$ cat src/hdl/fps_pkg.sv
// Purpose: Shared constants, types and helpers of the front panel scanner.
// Assumes: Core clock of 10 MHz; serial frames shifted MSB first.
// Notes:   Cycle counts are derived from times so a clock change is one edit.
package fps_pkg;

  // ----------------------------------------------------------------
  // Timing
  // ----------------------------------------------------------------
  localparam int unsigned CLK_HZ       = 10_000_000;
  localparam int unsigned CLK_MHZ      = CLK_HZ / 1_000_000;
  localparam int unsigned CHAR_TIME_US = 640;  // Dwell of one character
  localparam int unsigned CHAR_CYCLES  = CHAR_TIME_US * CLK_MHZ;
  localparam int unsigned MONO_TIME_US = 50;   // Display interrupt stretch
  localparam int unsigned MONO_CYCLES  = MONO_TIME_US * CLK_MHZ;

  // ----------------------------------------------------------------
  // Serial frame layout
  // ----------------------------------------------------------------
  localparam int unsigned FRAME_BITS = 24;
  localparam int unsigned ADDR_BITS  = 8;
  localparam int unsigned DATA_BITS  = 16;
  localparam int unsigned COL_BITS   = 8;
  localparam int unsigned ROW_BITS   = 4;
  localparam int unsigned SEG7_BITS  = 7;
  localparam int unsigned SEG14_BITS = 14;
  localparam logic [7:0]  LED_ADDR   = 8'hff;  // Frame address of the LED word

  typedef struct packed {
    logic [ADDR_BITS-1:0] addr;  // Character index or LED_ADDR
    logic [DATA_BITS-1:0] data;  // Segment pattern or LED bits, 1 = lit
  } fps_frame_t;

  // ----------------------------------------------------------------
  // Synchroniser lanes
  // ----------------------------------------------------------------
  localparam int unsigned SY_DATA = 0;
  localparam int unsigned SY_SCLK = 1;
  localparam int unsigned SY_DSTB = 2;
  localparam int unsigned SY_KSTB = 3;
  localparam int unsigned SY_WA   = 4;
  localparam int unsigned SY_WB   = 5;
  localparam int unsigned SY_WCLR = 6;
  localparam int unsigned SYNC_W  = 7;

  // Sequencer of the local display engine
  typedef enum logic [2:0] {
    SEQ_ADDR  = 3'b000,
    SEQ_WRITE = 3'b001,
    SEQ_HOLD  = 3'b010,
    SEQ_FETCH = 3'b011,
    SEQ_STORE = 3'b100
  } fps_seq_t;

  // Rising edge of a synchronised level
  function automatic logic fps_rise(input logic cur, input logic prev);
    return cur & ~prev;
  endfunction

endpackage

$ cat src/hdl/fps_sync.sv
// Purpose: Three-stage synchroniser with agreement filter for pin inputs.
// Assumes: Inputs are slow compared with the core clock.
// Notes:   A change is passed on only once stages two and three agree.
`timescale 1ns/1ns
`default_nettype none
module fps_sync #(
  parameter int unsigned WIDTH = 1
) (
  input  wire logic             clk_in,
  input  wire logic             rst_n_in,
  input  wire logic             ce_in,
  input  wire logic [WIDTH-1:0] async_in,
  output logic      [WIDTH-1:0] clean_out
);

  typedef struct packed {
    logic [WIDTH-1:0] s1;
    logic [WIDTH-1:0] s2;
    logic [WIDTH-1:0] s3;
    logic [WIDTH-1:0] clean;
  } fps_sync_st_t;

  fps_sync_st_t st;
  fps_sync_st_t next_st;

  // Stage one feeds stage two only; the filter looks at two and three
  always_comb begin
    next_st       = st;
    next_st.s1    = async_in;
    next_st.s2    = st.s1;
    next_st.s3    = st.s2;
    next_st.clean = (st.s2 & st.s3) | (st.clean & (st.s2 | st.s3));
  end

  always_ff @(posedge clk_in or negedge rst_n_in) begin
    if (!rst_n_in) begin
      st <= '0;
    end else if (ce_in) begin
      st <= next_st;
    end
  end

  assign clean_out = st.clean;

endmodule
`default_nettype wire

$ cat src/hdl/fps_char_mem.sv
// Purpose: Character pattern store, one word per display position.
// Assumes: One write port and one read port on the core clock.
// Notes:   Read data is registered, so it trails the read address by one cycle.
`timescale 1ns/1ns
`default_nettype none
module fps_char_mem #(
  parameter int unsigned WIDTH = 16,
  parameter int unsigned DEPTH = 20,
  parameter int unsigned AW    = 5
) (
  input  wire logic             clk_in,
  input  wire logic             rst_n_in,
  input  wire logic             ce_in,
  input  wire logic             we_in,
  input  wire logic [AW-1:0]    waddr_in,
  input  wire logic [WIDTH-1:0] wdata_in,
  input  wire logic [AW-1:0]    raddr_in,
  output logic      [WIDTH-1:0] rdata_out
);

  logic [WIDTH-1:0] mem [DEPTH];

  // Array carries no reset; the all-on pattern masks it until the LED word lands
  always_ff @(posedge clk_in) begin
    if (ce_in && we_in) begin
      mem[waddr_in] <= wdata_in;
    end
  end

  // Registered read port
  always_ff @(posedge clk_in or negedge rst_n_in) begin
    if (!rst_n_in) begin
      rdata_out <= '0;
    end else if (ce_in) begin
      rdata_out <= mem[raddr_in];
    end
  end

endmodule
`default_nettype wire

$ cat src/hdl/fps_front_panel.sv
// Purpose: Front panel scanner: serial display/LED/column input, character
//          multiplexing, LED drive, tuning wheel decode and row return.
// Assumes: Host serial clock far slower than the core clock; host holds the
//          strobes low while shifting.
//          Wheel and strobe pulses last three core clocks or more.
// Notes:   The local display engine is a hardware sequencer whose address,
//          read and write strobes are brought out for observation.
//          Unloaded positions show unknown patterns once all-on ends.
//          Row senses are plain wires, not synchronised.
`timescale 1ns/1ns
`default_nettype none
module fps_front_panel #(
  parameter int unsigned NUM_CHARS   = 20,
  parameter int unsigned NUM_WIDE    = 8,
  parameter int unsigned NUM_LEDS    = 12,
  parameter int unsigned CHAR_CYCLES = fps_pkg::CHAR_CYCLES,
  parameter int unsigned MONO_CYCLES = fps_pkg::MONO_CYCLES
) (
  input  wire logic                             ref_clk_in,
  input  wire logic                             rst_n_in,
  input  wire logic                             ce_in,
  input  wire logic                             ser_data_in,
  input  wire logic                             ser_clk_in,
  input  wire logic                             display_load_strobe_in,
  input  wire logic                             column_load_strobe_in,
  input  wire logic                             wheel_a_in,
  input  wire logic                             wheel_b_in,
  input  wire logic                             wheel_irq_clear_in,
  input  wire logic [fps_pkg::ROW_BITS-1:0]     row_sense_in,
  output logic      [fps_pkg::ROW_BITS-1:0]     row_sense_out,
  output logic                                  wheel_step_irq_out,
  output logic                                  wheel_dir_out,
  output logic      [fps_pkg::COL_BITS-1:0]     column_drive_out,
  output logic      [NUM_LEDS-1:0]              led_n_out,
  output logic      [NUM_CHARS-1:0]             char_enable_out,
  output logic      [fps_pkg::SEG7_BITS-1:0]    seg7_out,
  output logic      [fps_pkg::SEG14_BITS-1:0]   seg14_out,
  output logic                                  display_irq_out,
  output logic                                  address_strobe_out,
  output logic                                  read_strobe_n_out,
  output logic                                  write_strobe_n_out
);

  // ----------------------------------------------------------------
  // Local sizes
  // ----------------------------------------------------------------
  // Widths follow the parameters
  localparam int unsigned IDX_W  = (NUM_CHARS > 1) ? $clog2(NUM_CHARS) : 1;
  localparam int unsigned CNT_W  = $clog2(CHAR_CYCLES + 1);
  localparam int unsigned MONO_W = $clog2(MONO_CYCLES + 1);

  // End points, cut to their counters on purpose
  localparam logic [IDX_W-1:0]  LAST_IDX  = IDX_W'(NUM_CHARS - 1);
  localparam logic [CNT_W-1:0]  DWELL_END = CNT_W'(CHAR_CYCLES - 1);
  localparam logic [MONO_W-1:0] MONO_LOAD = MONO_W'(MONO_CYCLES - 1);
  localparam logic [fps_pkg::ADDR_BITS-1:0] CHAR_LIMIT = fps_pkg::ADDR_BITS'(NUM_CHARS);
  localparam logic [IDX_W-1:0]  WIDE_LIMIT = IDX_W'(NUM_WIDE);

  // ----------------------------------------------------------------
  // State
  // ----------------------------------------------------------------
  // Every flop of this module
  typedef struct packed {
    fps_pkg::fps_seq_t                   seq;
    logic [fps_pkg::FRAME_BITS-1:0]      disp_shift;
    logic [fps_pkg::COL_BITS-1:0]        col_shift;
    logic [fps_pkg::SYNC_W-1:0]          prev;
    logic [MONO_W-1:0]                   mono_cnt;
    logic                                disp_irq;
    fps_pkg::fps_frame_t                 frame;
    logic                                all_on;
    logic [IDX_W-1:0]                    char_idx;
    logic [IDX_W-1:0]                    addr_latch;
    logic [CNT_W-1:0]                    dwell;
    logic [fps_pkg::SEG7_BITS-1:0]       seg7;
    logic [fps_pkg::SEG14_BITS-1:0]      seg14;
    logic [NUM_CHARS-1:0]                char_en;
    logic [NUM_LEDS-1:0]                 led_n;
    logic [fps_pkg::COL_BITS-1:0]        col_drive;
    logic                                wheel_irq;
    logic                                wheel_dir;
  } fps_state_t;

  // Registered state and its next value
  fps_state_t                      st;
  fps_state_t                      next_st;
  logic [fps_pkg::SYNC_W-1:0]      sync_raw;
  logic [fps_pkg::SYNC_W-1:0]      sy;

  // Edge events of the synchronised lanes
  logic                            sclk_rise;
  logic                            disp_strobe_rise;
  logic                            keypad_latch_pulse;
  logic                            wheel_a_rise;

  // Character store ports
  logic                            mem_we;
  logic [fps_pkg::DATA_BITS-1:0]   mem_rdata;
  logic [fps_pkg::DATA_BITS-1:0]   pattern;

  // ----------------------------------------------------------------
  // Pin synchronisers
  // ----------------------------------------------------------------
  // All host and wheel pins cross here; none is used before this point
  always_comb begin
    sync_raw                   = '0;
    sync_raw[fps_pkg::SY_DATA] = ser_data_in;
    sync_raw[fps_pkg::SY_SCLK] = ser_clk_in;
    sync_raw[fps_pkg::SY_DSTB] = display_load_strobe_in;
    sync_raw[fps_pkg::SY_KSTB] = column_load_strobe_in;
    sync_raw[fps_pkg::SY_WA]   = wheel_a_in;
    sync_raw[fps_pkg::SY_WB]   = wheel_b_in;
    sync_raw[fps_pkg::SY_WCLR] = wheel_irq_clear_in;
  end

  // One bank for all seven lanes
  fps_sync #(
    .WIDTH     (fps_pkg::SYNC_W)
  ) u_sync (
    .clk_in    (ref_clk_in),
    .rst_n_in  (rst_n_in),
    .ce_in     (ce_in),
    .async_in  (sync_raw),
    .clean_out (sy)
  );

  // Edge events; data lane shares the clock lane's delay so stays aligned
  assign sclk_rise          = fps_pkg::fps_rise(sy[fps_pkg::SY_SCLK], st.prev[fps_pkg::SY_SCLK]);
  assign disp_strobe_rise   = fps_pkg::fps_rise(sy[fps_pkg::SY_DSTB], st.prev[fps_pkg::SY_DSTB]);
  assign keypad_latch_pulse = fps_pkg::fps_rise(sy[fps_pkg::SY_KSTB], st.prev[fps_pkg::SY_KSTB]);
  assign wheel_a_rise       = fps_pkg::fps_rise(sy[fps_pkg::SY_WA], st.prev[fps_pkg::SY_WA]);
  // Lane B is only sampled, never edge-detected

  // ----------------------------------------------------------------
  // Character pattern store
  // ----------------------------------------------------------------
  // Addresses past the last position are dropped
  assign mem_we = (st.seq == fps_pkg::SEQ_STORE) && (st.frame.addr < CHAR_LIMIT);

  // Read port trails the scan index by one cycle
  fps_char_mem #(
    .WIDTH     (fps_pkg::DATA_BITS),
    .DEPTH     (NUM_CHARS),
    .AW        (IDX_W)
  ) u_mem (
    .clk_in    (ref_clk_in),
    .rst_n_in  (rst_n_in),
    .ce_in     (ce_in),
    .we_in     (mem_we),
    .waddr_in  (st.frame.addr[IDX_W-1:0]),
    .wdata_in  (st.frame.data),
    .raddr_in  (st.char_idx),
    .rdata_out (mem_rdata)
  );

  // Until the host's first LED frame the whole panel shows all-on
  assign pattern = st.all_on ? '1 : mem_rdata;

  // ----------------------------------------------------------------
  // Next-state logic
  // ----------------------------------------------------------------
  always_comb begin
    // Hold every field; remember this cycle's lanes
    next_st      = st;
    next_st.prev = sy;

    // Both shift chains take every host clock rise
    if (sclk_rise) begin
      next_st.disp_shift = {st.disp_shift[fps_pkg::FRAME_BITS-2:0],
                            sy[fps_pkg::SY_DATA]};
      next_st.col_shift  = {st.col_shift[fps_pkg::COL_BITS-2:0],
                            sy[fps_pkg::SY_DATA]};
    end

    // Monostable: times out on its own, or cleared by the read strobe
    // Timeout ends a stretch that no read claims
    if (st.disp_irq) begin
      if (st.mono_cnt != '0) begin
        next_st.mono_cnt = st.mono_cnt - MONO_W'(1);
      end else begin
        next_st.disp_irq = 1'b0;
      end
    end

    // Read strobe resets the monostable
    if (st.seq == fps_pkg::SEQ_FETCH) begin
      next_st.disp_irq = 1'b0;
    end
    // A new strobe wins over the clear in the same cycle
    if (disp_strobe_rise) begin
      next_st.disp_irq = 1'b1;
      next_st.mono_cnt = MONO_LOAD;
    end

    // Column drives change only on the keyboard strobe
    if (keypad_latch_pulse) begin
      next_st.col_drive = st.col_shift;
    end

    // Wheel: one step per rise of lane A; lane B gives the sense
    // Clear is a level: it keeps clearing while held
    if (sy[fps_pkg::SY_WCLR]) begin
      next_st.wheel_irq = 1'b0;
    end

    // A rise in the clearing cycle still sets the flag
    if (wheel_a_rise) begin
      next_st.wheel_irq = 1'b1;
      next_st.wheel_dir = sy[fps_pkg::SY_WB];
    end

    // Dwell counter runs through service cycles so the period stays fixed
    // A frame read at dwell end adds up to three cycles
    if (st.dwell != '1) begin
      next_st.dwell = st.dwell + CNT_W'(1);
    end

    // Engine: address, write, hold, then fetch and store
    unique case (st.seq)
      fps_pkg::SEQ_ADDR: begin
        // Address strobe phase: latch the position being refreshed
        next_st.addr_latch = st.char_idx;
        // Dwell restarts so each position gets equal time
        next_st.dwell      = '0;
        next_st.seq        = fps_pkg::SEQ_WRITE;
      end

      fps_pkg::SEQ_WRITE: begin
        // Write strobe: pattern into its latch, enable moves in one step
        // The first NUM_WIDE positions are 14-segment
        if (st.addr_latch < WIDE_LIMIT) begin
          next_st.seg14 = pattern[fps_pkg::SEG14_BITS-1:0];
        end else begin
          next_st.seg7  = pattern[fps_pkg::SEG7_BITS-1:0];
        end
        next_st.char_en = NUM_CHARS'(1) << st.addr_latch;
        next_st.seq     = fps_pkg::SEQ_HOLD;
      end

      fps_pkg::SEQ_HOLD: begin
        // A pending host frame is serviced without dropping the character
        if (st.disp_irq) begin
          next_st.seq = fps_pkg::SEQ_FETCH;
        end else if (st.dwell >= DWELL_END) begin
          // Next position, wrapping after the last
          next_st.seq      = fps_pkg::SEQ_ADDR;
          next_st.char_idx = (st.char_idx == LAST_IDX) ? '0
                                                       : st.char_idx + IDX_W'(1);
        end
      end

      fps_pkg::SEQ_FETCH: begin
        // Read strobe: parallel read of the display shift chain
        // All stages go over in one cycle
        next_st.frame = fps_pkg::fps_frame_t'(st.disp_shift);
        next_st.seq   = fps_pkg::SEQ_STORE;
      end

      fps_pkg::SEQ_STORE: begin
        // Character words go to the store; the LED word ends the all-on look
        if (st.frame.addr == fps_pkg::LED_ADDR) begin
          next_st.led_n  = ~st.frame.data[NUM_LEDS-1:0];
          next_st.all_on = 1'b0;
        end
        // Other addresses leave no trace here
        next_st.seq = fps_pkg::SEQ_HOLD;
      end

      default: begin
        // Unused codes fall back to the address phase
        next_st.seq = fps_pkg::SEQ_ADDR;
      end
    endcase
  end

  // ----------------------------------------------------------------
  // State register
  // ----------------------------------------------------------------
  // Reset comes up lit: LEDs low, every segment high, position 0 enabled
  // Clock enable low freezes every field
  always_ff @(posedge ref_clk_in or negedge rst_n_in) begin
    if (!rst_n_in) begin
      st         <= '0;
      st.all_on  <= 1'b1;
      st.seg7    <= '1;
      st.seg14   <= '1;
      st.char_en <= NUM_CHARS'(1);
      st.seq     <= fps_pkg::SEQ_ADDR;
    end else if (ce_in) begin
      st <= next_st;
    end
  end

  // ----------------------------------------------------------------
  // Outputs
  // ----------------------------------------------------------------
  // Row senses are wires back to the host; no sampling delay wanted
  assign row_sense_out      = row_sense_in;

  // Host-facing wheel and column outputs
  assign wheel_step_irq_out = st.wheel_irq;
  assign wheel_dir_out      = st.wheel_dir;
  assign column_drive_out   = st.col_drive;

  // Panel drives: LEDs, enables, segment latches
  assign led_n_out          = st.led_n;
  assign char_enable_out    = st.char_en;
  assign seg7_out           = st.seg7;
  assign seg14_out          = st.seg14;

  // Interrupt to the local engine
  assign display_irq_out    = st.disp_irq;

  // Local bus strobes decoded from the sequencer state
  // Read and write are active low, address high
  assign address_strobe_out = (st.seq == fps_pkg::SEQ_ADDR);
  assign read_strobe_n_out  = ~(st.seq == fps_pkg::SEQ_FETCH);
  assign write_strobe_n_out = ~(st.seq == fps_pkg::SEQ_WRITE);

endmodule
`default_nettype wire

$ cat config.mk
export PLATFORM = sky130hd
export DESIGN_NAME = fps_front_panel
export DESIGN_NICKNAME = d
export VERILOG_FILES = /design/src/hdl/fps_pkg.sv /design/src/hdl/fps_sync.sv /design/src/hdl/fps_char_mem.sv /design/src/hdl/fps_front_panel.sv
export SDC_FILE = /design/constraint.sdc
export NUM_CORES = 1
export LEC_CHECK = 0
export BUFFER_PORTS_ARGS = -buffer_cell sky130_fd_sc_hd__buf_4
export CAP_MARGIN = 40
export CELL_PAD_IN_SITES_DETAIL_PLACEMENT = 0
export CELL_PAD_IN_SITES_GLOBAL_PLACEMENT = 1
export CORE_ASPECT_RATIO = 1.1
export CORE_MARGIN = 2
export CORE_UTILIZATION = 52
export CTS_CLUSTER_SIZE = 24
export DETAILED_ROUTE_END_ITERATION = 8
export PLACE_DENSITY_LB_ADDON = 0.05
export SYNTH_ARGS = -nofsm -noshare
export SYNTH_HDL_FRONTEND = slang
export SYNTH_HIERARCHICAL = 1
export SYNTH_SLANG_ARGS = --single-unit
$ cat constraint.sdc
create_clock -name ref_clk_in -period 3.38 [get_ports ref_clk_in]
set_input_delay 0.169 -clock ref_clk_in [delete_from_list [all_inputs] [get_ports ref_clk_in]]
set_output_delay 0.169 -clock ref_clk_in [all_outputs]
set_load 0.01 [all_outputs]
== Word level (Yosys, flattened, before mapping) ==
Memory sizes are Yosys's and may differ from the RTL's. A register that Yosys moved wholly into a read port is not among the register bits.
Cells that the tools add are included.

* Memories kept: 1
* Bits in writable memories: 320
* Memory bits (read-only): 0
* Register bits after elaboration: 189
* Bits of input ports: 14
* Latch bits: 0

{| class="wikitable"
|+ Memory list
! name !! depth !! width !! rd ports !! clocked after Yosys merged registers in !! write ports !! RTL line !! RTL
|-
| u_mem.mem || 20 || 16 || 1 || 1 || 1 || fps_char_mem.sv:21 || <nowiki>logic [WIDTH-1:0] mem [DEPTH];</nowiki>
|}

* Order comparisons: 3
* Equal/unequal tests: 8
* Divide/modulo/power cells: 0
* Add/sub/neg operators: 3
* $mul: 0
* Shift-type cells: 1
* Bitwise operators: 17
* Reductions and logical operators: 24
* Mux-type cells: 16

{| class="wikitable"
|+ Operators by type and width
! operator !! count
|-
| 2-to-1 mux 13 bit || 2
|-
| 2-to-1 mux 10 bit || 2
|-
| left shift 1 x 5 -> 20 bit (first input constant) || 1
|-
| AND reduction 2 bit || 9
|-
| bitwise AND 7 bit || 2
|-
| 2-to-1 mux 14 bit || 1
|-
| bitwise OR 7 bit || 2
|-
| adder 13 x 1 -> 13 bit (second input constant) || 1
|-
| greater-or-equal comparator 13 bit (second input constant) || 1
|-
| != test 13 bit (second input constant) || 1
|-
| inverter 12 bit || 1
|-
| one-hot mux 3 bit (4 select lines) || 1
|-
| AND reduction 3 bit || 4
|-
| 2-to-1 mux 9 bit || 1
|-
| nonzero test 9 bit || 1
|-
| subtractor 9 x 1 -> 9 bit (second input constant) || 1
|-
| == test 8 bit (second input constant) || 1
|-
| < comparator 8 x 5 -> 1 bit (second input constant) || 1
|-
| inverter 1 bit || 8
|-
| nonzero test 2 bit || 4
|-
| == test 3 x 2 -> 1 bit (second input constant) || 2
|-
| 2-to-1 mux 3 bit || 2
|-
| adder 5 x 1 -> 5 bit (second input constant) || 1
|-
| == test 5 bit (second input constant) || 1
|-
| other kinds (13) || 21
|}

== Logic depth before layout (Yosys ltp) ==
* Word-level depth: 5
* Mapped depth: 8
* Depth with buffers taken out: 7

== By module ==
The synthesis kept the hierarchy.

{| class="wikitable"
|+ By module, submodules not included
! module !! cells each !! area each (um^2) !! times used
|-
| fps_char_mem || 705 || 12,934.9 || 1
|-
| fps_front_panel || 610 || 6,988.0 || 1
|-
| fps_sync || 95 || 1,163.6 || 1
|}

== Worst setup path before layout ==
No wires, ideal clock.

* Path type: flip-flop to flip-flop
* From: register st[160] (netlist name)
* To: memory u_mem.mem[0][0], enable pin
* Path buffers: 1
* Period minus slack after synthesis: 2,582 ps
* Setup time: 388 ps
* Data required time: 2,992 ps
* Setup slack: 798 ps
* Data arrival time: 2,193 ps
* Cell stages (with the launch flop): 8
* Cell sequence: dfrtp_1 > buf_6 > nor2_1 > nand3_1 > nor4_1 > nand2_1 > or3_1 > nor2_1

* Longest elaborated chain between the ends: 5

{| class="wikitable"
|+ RTL lines
! what !! RTL line !! RTL
|-
| start: declaration || fps_front_panel.sv:85 || <nowiki>fps_state_t st;</nowiki>
|-
| start signal: assignment || fps_front_panel.sv:290 || <nowiki>st <= next_st;</nowiki>
|-
| == test 3 bit || fps_front_panel.sv:138 || <nowiki>assign mem_we = (st.seq == fps_pkg::SEQ_STORE) && (st.frame.addr < CHAR_LIMIT);</nowiki>
|-
| logical AND 1 bit || fps_front_panel.sv:138 ||
|-
| named net mem_we || fps_front_panel.sv:97 || <nowiki>logic mem_we;</nowiki>
|-
| logical AND 1 bit || fps_char_mem.sv:25 || <nowiki>if (ce_in && we_in) begin</nowiki>
|-
| 2-to-1 mux 1 bit || fps_char_mem.sv:25 ||
|-
| 2-to-1 mux 1 bit (not written as such) || fps_char_mem.sv:26 || <nowiki>mem[waddr_in] <= wdata_in;</nowiki>
|-
| end: declaration || fps_char_mem.sv:21 ||
|}

The timed path passes the listed nets, and every way through them passes these cells.

==> qor.tcl <==
set qor(antennaDiodeCount) 0
set qor(syn-instance-count) 1328
set qor(worstHoldPathType) {in -> async}
set qor(layout.nets) 1390
set qor(crit-reg2reg-capture) {u_mem/rdata_out[10]}
set qor(netlist_area_pre_place_sq_um) 19450
set qor(initial_core_util_pct) 52.52
set qor(fin_tns_setup_ps) 0
set qor(placedInstanceArea_sq_um) 20120
set qor(criticalPathCategory) {reg -> reg}
set qor(drc) 0
set qor(clock_sinks) 472
set qor(clock_path_buffers) 3
set qor(path_max_fanout) 46
set qor(synth-warning-count) 6
set qor(run_status) {complete, no violations}
set qor(critPathMaxStageDelay_ps) 760
set qor(gr-usage-all-layers_pct) 19.80
set qor(p_per_area_nw_per_um2) 650.7
set qor(starting_drt_drc_count) 687
set qor(depth_of_the_worst_register_to_register_path) 5
set qor(chipHeight_um) 206.8
set qor(p_leak_nw) 8.041
set qor(fp-row-count) 74
set qor(area.growth.synth_to_final_pct) 11.93
set qor(cts.repair.resized) 0
set qor(finalMaxSlewViolations) 0
set qor(critical_path_data_required_time_ps) 3790
set qor(postLayoutCellArea_sq_um) 21770
set qor(syn-mean-instance-area_sq_um) 14.65
set qor(worstSkewPairLatency_ps) 560
set qor(drive_gt1_share_pct) 24.42
set qor(finalWorstPathRequiredPeriod_ps) 2601
set qor(viasPerCell) 5.572
set qor(setup.reg_to_reg.worst_slack_ps) 780
set qor(place.gp.congestion) 0.8006
set qor(critPathArrivalTime_ps) 3010
set qor(place_hpwl_um) 23760
set qor(number_of_ports_placed_on_the_die_boundary) 85
set qor(grt_start_max_net_pins) 78
set qor(detailroute.via_count) 10630
set qor(max_clock_freq_mhz) 384.5
set qor(drt-wirelength-per-cell_um) 19.95
set qor(firstDrtPassIters) 5
set qor(power.total_mw) 14.17
set qor(final.setup_skew_ps) 14.30
set qor(cts_tree) {built}
set qor(total_gr_overflow) 0
set qor(grt_setup_unrepaired) {false}
set qor(worst_slew_pin_slew_ps) 867.3
set qor(grt_first_pass_wirelength_um) 59230
set qor(routed_wirelength_um) 38050
set qor(cts.htree.levels) 2
set qor(number_of_cts_inserted_buffers) 48
set qor(finalSetupViolCount) 0
set qor(die_area_sq_um) 38970
set qor(setup.worst_path.start_class) {flip-flop}
set qor(numPortBuffers) 76
set qor(ctsRootBufferMaster) {clkbuf_16}
set qor(fin_crit_sh_pct) 76.95
set qor(worst_ir_drop_vdd_mv) 0.6144
set qor(maxSlewHeadroom_pct) 42.18
set qor(critical_path.endpoint_type) {flip-flop}
set qor(vias_in_the_first_global_route) 10370
set qor(die_width_um) 188.4
set qor(placeable_core_region_sq_um) 37040
set qor(post_route_utilization_pct) 58.78
set qor(initial_antenna_violation_count) 1
set qor(ant_nets) 0
set qor(timing.rr.start) {st[81]}
set qor(max_cap_viols) 0
set qor(cp_cell_sequence) {buf_12, mux2i_1, o22ai_1, a2111oi_1, o21ai_1}
set qor(synth_fp_nets) 1345
set qor(hold_violations) 0
set qor(crit_slowest_cell) {dfrtp_4}
set qor(worst_setup_hold_path_clk_slew_ps) 60
==> through the flow <==
step | hold slack (ps) | cells | setup WS [ps]
floorplan | -126.6 | 1328 | 885.3
global placement | 338.1 | 1806 | 803.7
detailed placement | 60.79 | 1808 | 770.9
CTS | 36.87 | 1906 | 772.7
global route | 50.40 | 1907 | 557.4
finish | 50.24 | 1907 | 779.1
==> per-layer routing <==
layer / track usage (%) / part of all wire [%]
met1: 27.47 / 45
met2: 32.79 / 48
met3: 3.398 / 5.5
met4: 5.273 / 1.9
met5: 0 / 0
==> critical path, delay by kind of cell, from the launching register on <==
kind | cells | cell delay, ps
mux | 1 | 290
buf+inv | 1 | 370
compound gates | 3 | 1010
flops | 1 | 760
==> power breakdown <==
group,switching [mW],total [mW],internal [mW]
sequential,0.647,7.54,6.89
combinational,0.700,1.42,0.717
clock,2.14,5.21,3.06
total,3.49,14.2,10.7
==> how the worst max path moves through the flow <==
stage	from	endpoint	slack, ps	depth (start not counted)
2_1_floorplan	st[160]	u_mem/mem[0][0]	890	7
3_3_place_gp	st[81]	u_mem/rdata_out[9]	800	5
3_5_place_dp	st[81]	u_mem/rdata_out[7]	770	5
4_1_cts	st[81]	u_mem/rdata_out[9]	770	5
5_1_grt	st[81]	u_mem/rdata_out[7]	560	5
6_report	st[81]	u_mem/rdata_out[10]	780	5
==> layout by cell type (no fill, tap or decap), types with 4 or more instances in the layout <==
master / count
a2111oi_0: 7
a2111oi_1: 8
a21oi_1: 30
a22o_1: 6
a22oi_1: 14
and2_1: 6
and3_1: 4
buf_4: 122
clkbuf_1: 15
clkbuf_16: 50
clkbuf_8: 6
clkinv_2: 11
dfrtp_1: 168
dfstp_2: 23
dlygate4sd3_1: 8
edfxtp_1: 280
inv_1: 21
mux2_2: 77
mux2i_1: 115
mux4_2: 12
nand2_1: 94
nand2_2: 8
nand2b_1: 11
nand3_1: 10
nand3b_1: 6
nand4_1: 20
nor2_1: 83
nor2b_1: 6
nor3_1: 6
o21ai_0: 37
o21ai_1: 10
o21ai_2: 12
o22ai_1: 30
o2bb2ai_1: 8
o31ai_1: 6
or3_1: 5
or4_1: 6
==> flip-flops by register name, indices dropped and copies added, names as in the netlist <==
name,flops
seg7_out,7
display_irq_out,1
wheel_dir_out,1
char_enable_out,20
wheel_step_irq_out,1
column_drive_out,8
u_sync/clean_out,7
led_n_out,12
u_mem/rdata_out,14
seg14_out,14
u_sync/next_st,14
u_mem/mem,280
st,86
u_sync/st,7
==> final cells by class <==
class / instances / area (sq um)
flip-flops and latches: 472 / 13250
clock buffers: 70 / 1376
clock inverters: 20 / 186.4
repair buffers: 135 / 1082
multi-input cells: 695 / 5184
inverters: 21 / 78.83
well taps: 494 / 618.1
fillers: 2973 / 15260
==> repair_timing <==
| action | 4_1_cts | 5_1_grt |
|---|---|---|
| setup buffers | 0 | 0 |
| hold buffers | 8 | 0 |
| endpoints found under the hold margin | 105 | 0 |
No activity file was read; power rests on OpenSTA's default activity.
